--- config.mk ---
export PLATFORM = sky130hd
export DESIGN_NAME = aob_result_output
export DESIGN_NICKNAME = d
export VERILOG_FILES = /design/src/core/aob_pkg.sv /design/src/core/aob_edge_detect.sv /design/src/core/aob_result_output.sv
export SDC_FILE = /design/constraint.sdc
export NUM_CORES = 1
export LEC_CHECK = 0
export BUFFER_PORTS_ARGS = -buffer_cell sky130_fd_sc_hd__clkbuf_2
export CAP_MARGIN = 0
export CORE_MARGIN = 3
export CORE_UTILIZATION = 35
export DETAILED_ROUTE_END_ITERATION = 12
export PLACE_DENSITY = 0.56
export RECOVER_POWER = 50
export SLEW_MARGIN = 25
export SYNTH_ARGS = -nofsm -noshare
export SYNTH_HDL_FRONTEND = slang
export SYNTH_SLANG_ARGS = --single-unit
export TNS_END_PERCENT = 5
--- constraint.sdc ---
create_clock -name clk_sys -period 2.4 [get_ports clk_sys]
set_clock_uncertainty 0.2 [all_clocks]
set_input_delay 0.12 -clock clk_sys [delete_from_list [all_inputs] [get_ports clk_sys]]
set_output_delay 0.12 -clock clk_sys [all_outputs]
set_load 0.01 [all_outputs]
--- src/core/aob_pkg.sv ---
// constants and types shared by the result byte output block
package aob_pkg;
    localparam int RESULT_W = 12;
    localparam int BYTE_W = 8;
    localparam int HIGH_W = 6;
    // start of integrate trails the run request by seven clock periods
    localparam int START_DELAY_CYCLES = 7;
    localparam logic [2:0] START_DELAY_LAST = 3'(START_DELAY_CYCLES - 1);
    localparam logic [RESULT_W-1:0] RESULT_RESET = 12'h000;
    localparam logic STROBE_IDLE = 1'b1;
    // one internal converter clock period is two system clocks (one phase each)
    localparam logic [0:0] PHASE_RISE = 1'b0;
    localparam logic [0:0] PHASE_FALL = 1'b1;

    typedef enum logic [2:0] {
        AOB_IDLE,
        AOB_WAIT_HIGH,
        AOB_LOAD_HIGH,
        AOB_HOLD_HIGH,
        AOB_LOAD_LOW,
        AOB_HOLD_LOW,
        AOB_FINISH
    } aob_hs_state_type;
endpackage

--- src/core/aob_edge_detect.sv ---
// synchroniser with rising edge detector for the mode input
module aob_edge_detect (
    input wire logic clk_sys,
    input wire logic rst_n,
    input wire logic async_in,
    output logic level_out,
    output logic rise_out
);
    logic meta_q;
    logic sync_q;
    logic prev_q;

    always_ff @(posedge clk_sys or negedge rst_n) begin
        if (!rst_n) begin
            meta_q <= 1'b0;
            sync_q <= 1'b0;
            prev_q <= 1'b0;
        end else begin
            meta_q <= async_in;
            sync_q <= meta_q;
            prev_q <= sync_q;
        end
    end

    assign level_out = sync_q;
    assign rise_out = sync_q & ~prev_q;
endmodule

--- src/core/aob_result_output.sv ---
// result latch, direct byte access and two-byte handshake sequencer
// Notes on behaviour
// - gate low in auto-zero halts there; integrate starts seven clocks after gate high.
// - low byte holds result bits 1-8; high byte bits 9-12, sign, overrange.
// - direct mode select and byte enables are active low, idle high when open.
// - direct mode drives a byte only while select and its enable are low.
// - direct enables are asynchronous; readers use status to read coherent data.
// - output latch contents never change while status is low.
// - mode held high enters handshake after each new result is latched.
// - rising edge of mode pulse enters handshake at any point.
// - trigger during latch update waits until stored data is stable.
// - in handshake mode input ignored, conversions continue, new results dropped.
// - handshake active or mode high makes strobe and enables outputs.
// - buffer-empty input sampled on falling internal edge, incl. entry edge.
// - rising edge after empty sensed drives load, high enable low, high data on.
// - load low one period, data one and half, enable two periods.
// - low byte follows with load and low enable; handshake ends after both.
// - buffer-empty low after high byte halts with high enable and data held.
// - empty returns: data off at fall, half later swap to low byte.
// - after low byte: data off at empty fall, half later clear, strobes high.
// - empty low at entry gates the high byte like the low byte.
// - status rises at integrate start, falls half a period after latching.
// - mode input has weak pulldown; low or open selects direct mode.
module aob_result_output
    import aob_pkg::*;
(
    input wire logic clk_sys,
    input wire logic resetn,
    input wire logic [aob_pkg::RESULT_W-1:0] conv_result,
    input wire logic conv_sign,
    input wire logic conv_overrange,
    input wire logic conv_done,
    input wire logic autozero_end,
    input wire logic convert_gate,
    input wire logic mode_in,
    input wire logic tx_buffer_empty,
    input wire logic select_n_in,
    input wire logic high_byte_enable_n_in,
    input wire logic low_byte_enable_n_in,
    output logic integrate_start,
    output logic conv_status,
    output logic handshake_active,
    output logic [aob_pkg::BYTE_W-1:0] low_byte_out,
    output logic low_byte_oe,
    output logic [aob_pkg::HIGH_W-1:0] high_byte_out,
    output logic high_byte_oe,
    output logic select_n_out,
    output logic high_byte_enable_n_out,
    output logic low_byte_enable_n_out,
    output logic strobes_oe
);
    import aob_pkg::*;

    // ----------------------------------------------------------------
    // reset release
    // ----------------------------------------------------------------
    logic rst_meta_q;
    logic rst_n_q;

    always_ff @(posedge clk_sys or negedge resetn) begin
        if (!resetn) begin
            rst_meta_q <= 1'b0;
            rst_n_q <= 1'b0;
        end else begin
            rst_meta_q <= 1'b1;
            rst_n_q <= rst_meta_q;
        end
    end

    // ----------------------------------------------------------------
    // internal clock phase and mode input
    // ----------------------------------------------------------------
    logic phase_q;
    logic mode_level;
    logic mode_rise;
    logic fall_edge;
    logic rise_edge;

    // each clk_sys edge stands for one internal clock edge, alternating fall and rise
    always_ff @(posedge clk_sys or negedge rst_n_q) begin
        if (!rst_n_q) begin
            phase_q <= PHASE_RISE;
        end else begin
            phase_q <= ~phase_q;
        end
    end

    assign fall_edge = (phase_q == PHASE_FALL);
    assign rise_edge = (phase_q == PHASE_RISE);

    // the pulldown on the pin is external; an open pin reads low here
    aob_edge_detect u_mode_sync (
        .clk_sys(clk_sys),
        .rst_n(rst_n_q),
        .async_in(mode_in),
        .level_out(mode_level),
        .rise_out(mode_rise)
    );

    // ----------------------------------------------------------------
    // hold in auto-zero and start delay
    // ----------------------------------------------------------------
    logic holding_q;
    logic [2:0] start_cnt_q;
    logic counting_q;

    always_ff @(posedge clk_sys or negedge rst_n_q) begin
        if (!rst_n_q) begin
            holding_q <= 1'b0;
            counting_q <= 1'b0;
            start_cnt_q <= 3'h0;
            integrate_start <= 1'b0;
        end else begin
            integrate_start <= 1'b0;
            if (autozero_end && !counting_q) begin
                holding_q <= 1'b1;
                counting_q <= 1'b0;
            end
            if (holding_q && convert_gate && !counting_q) begin
                counting_q <= 1'b1;
                start_cnt_q <= 3'h0;
            end
            // the delay is counted in converter periods, one per rise phase
            if (counting_q && rise_edge) begin
                if (start_cnt_q == START_DELAY_LAST) begin
                    counting_q <= 1'b0;
                    holding_q <= 1'b0;
                    integrate_start <= 1'b1;
                end else begin
                    start_cnt_q <= start_cnt_q + 3'h1;
                end
            end
        end
    end

    // ----------------------------------------------------------------
    // output latch and status
    // ----------------------------------------------------------------
    logic [RESULT_W-1:0] result_q;
    logic sign_bit_q;
    logic overrange_q;
    logic latch_pulse_q;
    logic hs_q;
    logic status_drop_q;

    always_ff @(posedge clk_sys or negedge rst_n_q) begin
        if (!rst_n_q) begin
            result_q <= RESULT_RESET;
            sign_bit_q <= 1'b0;
            overrange_q <= 1'b0;
            latch_pulse_q <= 1'b0;
        end else begin
            latch_pulse_q <= 1'b0;
            // status is still high here, so data only moves while it is high
            if (conv_done && !hs_q && conv_status) begin
                result_q <= conv_result;
                sign_bit_q <= conv_sign;
                overrange_q <= conv_overrange;
                latch_pulse_q <= 1'b1;
            end
        end
    end

    always_ff @(posedge clk_sys or negedge rst_n_q) begin
        if (!rst_n_q) begin
            conv_status <= 1'b0;
            status_drop_q <= 1'b0;
        end else begin
            status_drop_q <= 1'b0;
            if (integrate_start) begin
                conv_status <= 1'b1;
            end else if (conv_done && conv_status) begin
                status_drop_q <= 1'b1;
            end else if (status_drop_q) begin
                conv_status <= 1'b0;
            end
        end
    end

    // ----------------------------------------------------------------
    // handshake sequencer
    // ----------------------------------------------------------------
    aob_hs_state_type state_q;
    logic pending_q;
    logic empty_q;

    // a trigger during a latch update waits for the data to settle
    always_ff @(posedge clk_sys or negedge rst_n_q) begin
        if (!rst_n_q) begin
            pending_q <= 1'b0;
        end else if (hs_q) begin
            pending_q <= 1'b0;
        end else if (mode_rise || (latch_pulse_q && mode_level)) begin
            pending_q <= 1'b1;
        end
    end

    always_ff @(posedge clk_sys or negedge rst_n_q) begin
        if (!rst_n_q) begin
            empty_q <= 1'b0;
        end else if (fall_edge) begin
            empty_q <= tx_buffer_empty;
        end
    end

    always_ff @(posedge clk_sys or negedge rst_n_q) begin
        if (!rst_n_q) begin
            state_q <= AOB_IDLE;
            hs_q <= 1'b0;
        end else begin
            unique case (state_q)
                AOB_IDLE: begin
                    if (fall_edge && pending_q && !latch_pulse_q && !conv_done) begin
                        hs_q <= 1'b1;
                        state_q <= AOB_WAIT_HIGH;
                    end
                end
                AOB_WAIT_HIGH: begin
                    if (rise_edge && empty_q) begin
                        state_q <= AOB_LOAD_HIGH;
                    end
                end
                AOB_LOAD_HIGH: begin
                    // one full period of load low: rise to next rise
                    if (rise_edge) begin
                        state_q <= AOB_HOLD_HIGH;
                    end
                end
                AOB_HOLD_HIGH: begin
                    if (fall_edge && tx_buffer_empty) begin
                        state_q <= AOB_LOAD_LOW;
                    end
                end
                AOB_LOAD_LOW: begin
                    // first rise starts the low load, the next rise ends it
                    if (rise_edge && !select_n_out) begin
                        state_q <= AOB_HOLD_LOW;
                    end
                end
                AOB_HOLD_LOW: begin
                    if (fall_edge && tx_buffer_empty) begin
                        state_q <= AOB_FINISH;
                    end
                end
                AOB_FINISH: begin
                    state_q <= AOB_IDLE;
                    hs_q <= 1'b0;
                end
                default: begin
                    state_q <= AOB_IDLE;
                    hs_q <= 1'b0;
                end
            endcase
        end
    end

    // ----------------------------------------------------------------
    // pin drivers, all registered
    // ----------------------------------------------------------------
    logic hs_mode_d;
    logic drv_high_d;
    logic drv_low_d;
    aob_hs_state_type next_view;

    always_comb begin
        hs_mode_d = hs_q || mode_level;
        // high data: on at load, held in hold until the falling edge sees empty
        drv_high_d = (state_q == AOB_LOAD_HIGH) ||
                     (state_q == AOB_HOLD_HIGH && !(fall_edge && tx_buffer_empty)) ||
                     (state_q == AOB_WAIT_HIGH && rise_edge && empty_q);
        drv_low_d = (state_q == AOB_LOAD_LOW && (rise_edge || !select_n_out)) ||
                    (state_q == AOB_HOLD_LOW && !(fall_edge && tx_buffer_empty));
        next_view = state_q;
    end

    always_ff @(posedge clk_sys or negedge rst_n_q) begin
        if (!rst_n_q) begin
            strobes_oe <= 1'b0;
            handshake_active <= 1'b0;
        end else begin
            strobes_oe <= hs_mode_d;
            handshake_active <= hs_q;
        end
    end

    always_ff @(posedge clk_sys or negedge rst_n_q) begin
        if (!rst_n_q) begin
            select_n_out <= STROBE_IDLE;
            high_byte_enable_n_out <= STROBE_IDLE;
            low_byte_enable_n_out <= STROBE_IDLE;
        end else begin
            select_n_out <= !((next_view == AOB_WAIT_HIGH && rise_edge && empty_q) ||
                              (next_view == AOB_LOAD_HIGH && !rise_edge) ||
                              (next_view == AOB_LOAD_LOW &&
                               (rise_edge ? select_n_out : !select_n_out)));
            // the high enable outlives its data by half a period, up to the swap rise
            high_byte_enable_n_out <= !((next_view == AOB_WAIT_HIGH && rise_edge && empty_q) ||
                                        next_view == AOB_LOAD_HIGH ||
                                        next_view == AOB_HOLD_HIGH);
            low_byte_enable_n_out <= !((next_view == AOB_LOAD_LOW && (rise_edge || !select_n_out)) ||
                                       next_view == AOB_HOLD_LOW);
        end
    end

    // direct reads are combinationally gated in the pad ring; here they are
    // sampled once, so a read may see data one clock old
    always_ff @(posedge clk_sys or negedge rst_n_q) begin
        if (!rst_n_q) begin
            high_byte_oe <= 1'b0;
            low_byte_oe <= 1'b0;
            high_byte_out <= '0;
            low_byte_out <= '0;
        end else begin
            high_byte_out <= {overrange_q, sign_bit_q, result_q[RESULT_W-1:BYTE_W]};
            low_byte_out <= result_q[BYTE_W-1:0];
            if (hs_mode_d) begin
                high_byte_oe <= drv_high_d;
                low_byte_oe <= drv_low_d;
            end else begin
                high_byte_oe <= !select_n_in && !high_byte_enable_n_in;
                low_byte_oe <= !select_n_in && !low_byte_enable_n_in;
            end
        end
    end
endmodule

* Yosys cells after proc, flatten, opt, wreduce, memory -nomap -nowiden *
Index checks and enable logic that the tools add are counted.

word-level totals
  RAM bits = 0
  input bits = 24
  output and inout bits = 23
  memories kept = 0
  bits in latches = 0
  flip-flop bits (word level) = 56
  logic and storage cells = 132
  bits in read-only memories = 0

cells by class
  eq/ne operators = 13
  multipliers = 0
  reductions and logical operators = 53
  shift-type cells = 0
  bitwise operators = 4
  divide/modulo/power cells = 0
  $add $sub $neg = 1
  $lt $le $gt $ge = 0
  mux-type cells = 32

operators by type and width
  operator                                                                count
  3-bit 2-to-1 mux                                                        9
  1-bit logical AND                                                       23
  1-bit 2-to-1 mux                                                        21
  3-bit one-hot mux with 6 select lines                                   1
  1-bit logical NOT                                                       12
  2-bit != test (second input constant)                                   6
  1-bit logical OR                                                        11
  3-bit equality test (second input constant)                             3
  3-bit by 2-bit equality test with 1-bit output (second input constant)  2
  6-bit AND reduction                                                     1
  5-bit OR reduction                                                      1
  2-bit AND reduction                                                     2
  2-bit nonzero test                                                      2
  3-bit by 1-bit adder with 3-bit output (second input constant)          1
  3-bit by 1-bit equality test with 1-bit output (second input constant)  1
  3-bit logical NOT                                                       1
  1-bit inverter                                                          3
  2-bit by 1-bit != test with 1-bit output (second input constant)        1
  1-bit one-hot mux with 2 select lines                                   1
  1-bit bitwise AND                                                       1

* Depth between registers and ports, before layout *
  word-level depth = 6
  mapped depth = 7
  mapped depth without buffers = 6

* Modules after synthesis *
A second synthesis with hierarchy kept.

unflattened totals
  cell total of the unflattened synthesis = 153
  area total of the unflattened synthesis = 2064.5 um^2

by module, submodules not included
  module             area each (um^2)  instances  cells an instance  seq. area each (um^2)
  aob_result_output  1975.6            1          149                1330.0
  aob_edge_detect    88.8              1          4                  75.1

* Least setup slack after synthesis *
No wires, ideal clock.

  path kind = register -> register
  from = reg phase_q (netlist: fall_edge)
  to = reg state_q[0] (netlist: next_view[0])
  clock period less this slack = 1.676 ns
  path buffers = 1
  library setup time = 0.121 ns
  data arrival time = 1.356 ns
  data required time = 2.079 ns
  path slack = 0.724 ns
  cell stages (with the launch flop) = 6
  path through = dfrtp_1 buf_6 and3b_1 or3_4 o22a_1 a22o_1

between the ends
  longest elaborated chain between the ends = 5
  elaborated cells on any way between the ends = 14
  those cells by class = eq/ne (6); bitwise (1); reduce/logical (7)

ends and longest elaborated chain
  element                                 RTL line                  text
  from (decl)                             aob_result_output.sv:73   logic phase_q;
  from (signal assigned)                  aob_result_output.sv:84   phase_q <= ~phase_q;
  1-bit logical AND (3 in a row)          aob_result_output.sv:213  if (fall_edge && pending_q && !latch_pulse_q && !conv_done) begin
  2-bit != test (no source line)          -
  6-bit AND reduction (no source line) *  -
  to (signal assigned)                    aob_result_output.sv:215  state_q <= AOB_WAIT_HIGH;
  to (signal assigned)                    aob_result_output.sv:220  state_q <= AOB_LOAD_HIGH;
  to (signal assigned)                    aob_result_output.sv:226  state_q <= AOB_HOLD_HIGH;
  to (decl)                               aob_result_output.sv:183  aob_hs_state_type state_q;

Every way passes the cells marked *; elsewhere a longest branch is shown, timed or not.
A chain may end at the register's enable or synchronous reset.

* Final worst setup path *
  from = reg state_q[2] (netlist: next_view[2])
  to = reg low_byte_oe

between the ends
  longest elaborated chain between the ends = 4
  elaborated cells on any way between the ends = 6
  those cells by class = eq/ne (2); mux (1); reduce/logical (3)

ends and longest elaborated chain
  element                                 RTL line                                            text
  from (signal assigned)                  aob_result_output.sv:208                            state_q <= AOB_IDLE;
  from (signal assigned)                  aob_result_output.sv:215
  from (signal assigned)                  aob_result_output.sv:220
  3-bit equality test (on tied branches)  aob_result_output.sv:271, aob_result_output.sv:272
  1-bit logical AND (on tied branches)    aob_result_output.sv:271, aob_result_output.sv:272
  1-bit logical OR *                      aob_result_output.sv:271                            drv_low_d = (state_q == AOB_LOAD_LOW && (rise_edge || !select_n_out)) ||
  1-bit 2-to-1 mux *                      aob_result_output.sv:316                            if (hs_mode_d) begin
  to (signal assigned)                    aob_result_output.sv:318                            low_byte_oe <= drv_low_d;
  to (signal assigned)                    aob_result_output.sv:321                            low_byte_oe <= !select_n_in && !low_byte_enable_n_in;
  to (decl)                               aob_result_output.sv:44                             output logic low_byte_oe,

Marked as above.

==> metrics.txt <==
placed instance count 267; Max FO, Critical Path 8; clock buffer depth 2; H-tree levels 2; relative slew slack 24.5%; die footprint 0.00683 sq mm; clock insertion delay at the later pin of the skew report 0.30 ns; Fmax 0.451 GHz; crit path max-delay cell type dlygate4sd3_1; total grt overflow 0; Initial Utilization 36.6%; first-pass GRT wire length 6290 um; status finished clean; met3 Usage GRT 4.88%; Hold Crit Class flop to flop; M2 GR Usage 20.2%; crit path cell chain nor2b_1, o21ai_0, or3_1, o31ai_1, dlygate4sd3_1; Synth Register Bits 56; number of global-route vias before repair 1411; Worst Reg-to-Reg Cells 5; busiest metal layer after global routing met2; total power 0.00233 W; Pwr per Cell Area 870 mW/mm^2; CP Buf/Inv Count 1; Cell Area, Synth 0.00205 sq mm; most common cell after layout, fill and taps aside dfrtp_1; drt pass-1 iters 4; crit path capture type flop; leakage power 1.33 nW; Synth Net Count 181; HP Start u_mode_sync.meta_q; Max Cap Viol 0; largest net degree at the start of global routing 29; Final Max Tran Viols 0; Hold Path Cell Cnt 0; Worst Tran Pin Value 1.13 ns; Setup Viol. Count Final 0; Std-Cell Rows 27; Clock Sinks 56; antenna violations before repair 0; Mapped Cells 153; peak supply drop 584 uV; Final Hold Fails 0; Post-synth ARST share 100%; DRT antenna net count 0; Resized cells post-CTS 0; n_diodes 0; GP Congestion 0.826; cell count along the critical path 5; Post-Synthesis Mean Instance Area 13.4 sq um; cts bufs inserted 5; Core Footprint 0.00561 sq mm; sequential share of the synthesized area 68.4%; Synth cell types 34; Final nets 255; gr usage total 12.1%; arrival time at the worst endpoint 2.26 ns; main flop type after synthesis dfrtp_1; Cell Count, Final, Fillers Out 300; CP startpoint next_view[2]; Via density 4.55; number of synthesized flops with an enable pin 0; share of cells above drive strength 1 26.8%; most frequent cells in the layout dfrtp_1 (53), clkbuf_2 (32), dlygate4sd3_1 (25); Setup Crit Path Kind flop to flop; Post-Route WL 3630 um; Avg WL per Cell 12.1 um; Setup TNS 0 ns; CP max stage delay 0.57 ns; Setup crit start kind flop; Final Cycle Share 92.3%; Clk pin slew, worst setup/hold paths 0.10 ns; worst endpoint required time 2.44 ns; share of the synthesized area in the top cell type 64.6%; r2r startpoint next_view[2]; I/O pin count 47; IO buf count 46; drt first-iter violations 69; leading area contributor after synthesis dfrtp_1; die width 82.6 um; delay-heaviest family, CP simple AND/OR/NAND/NOR gates; area grow syn2layout 30.6%; root buffer cell clkbuf_8; CTS tree yes; Tmin final 2.22 ns; grt met1 use 14.3%; Residual DRC 0; Post-DP HPWL 2510 um; Die Y 82.6 um; via count 1364; synth warn 0; Synth area leaders dfrtp_1 (65%), mux2_2 (7.7%), dfstp_2 (3.8%), ha_1 (2.4%), inv_1 (2.0%); RSZ-0062 raised after global routing false
[cells by family after synthesis]
logic type,share of synthesized area [%]
DFF,68.4
and+or+nand+nor,7.73
AOI/OAI and AO/OA,9.56
buffers and inverters,3.53
muxes,8.16
adders and majority gates,2.44
other,0.183
[cell usage after synthesis, drive strengths merged (2+ instances only)]
cell type  number
a21oi           7
a22oi           2
nand2           7
nand2b          3
or3             3
or2             2
o21ai           6
dfrtp          53
o211ai          2
buf             5
dfstp           3
nor2b           2
inv            11
ha              4
a31oi           2
o2bb2ai         2
mux2           14
nor2           10
o31ai           2
[worst reg2reg max path: stages (launching register included)]
cell           delay, ns
dfrtp_1             0.50
nor2b_1             0.27
o21ai_0             0.15
or3_1               0.40
o31ai_1             0.07
dlygate4sd3_1       0.57
[flip-flops by register name (all words and copies together) (netlist names), 3 cells and up]
signal,cells
result_q,12
high_byte_out,6
next_view,3
start_cnt_q,3
low_byte_out,8
[where the power goes]
group,switching (W),leakage [nW],internal (W)
registers,0.000134,0.715,0.00112
clock network,0.000292,0.0456,0.000209
logic,0.000282,0.566,0.000293
total,0.000708,1.33,0.00163
[final timing paths]
check                           slack, ns                    end
worst max-delay path                 0.18            low_byte_oe
worst min-delay path                 0.15  u_mode_sync.level_out
worst max register to register       0.18            low_byte_oe
worst min register to register       0.15  u_mode_sync.level_out
max in group asynchronous            0.94           select_n_out
min in group asynchronous            0.28       high_byte_out[1]
[layer usage]
layer | vias to the layer above | part of all wire [%]
li1 | 666 | -
met1 | 656 | 44
met2 | 37 | 48
met3 | 5 | 7.3
met4 | 0 | 0.74
met5 | - | 0
[through the flow]
stage | setup WS, ns | util [%] | area (sq um) | hold WS (ns)
after CTS | 0.226 | 48.2 | 2700 | 0.121
after detailed placement | 0.597 | 42.2 | 2360 | -0.290
after floorplan | 0.531 | - | 2050 | -0.376
after global routing | 0.0897 | 47.8 | 2680 | 0.178
after global placement | 0.632 | 42.2 | 2360 | -0.292
final | 0.185 | 47.8 | 2680 | 0.155
[area by class of cell]
| class | instances | area, sq um |
|---|---|---|
| Fill cell | 522 | 2930 |
| Clock buffer | 6 | 72.6 |
| Clock inverter | 2 | 13.8 |
| Timing Repair Buffer | 72 | 483 |
| Multi-Input combinational cell | 81 | 577 |
| Inverter | 11 | 41.3 |
| Tap cell | 72 | 90.1 |
| Sequential cell | 56 | 1410 |
[repair_timing]
| item | in CTS | in global routing |
|---|---|---|
| hold endpoints to repair | 25 | 0 |
| setup endpoints to repair | 0 | 0 |
| hold buffers | 25 | 0 |
| buffers inserted | 0 | 0 |
(Power assumes the default switching activity.)
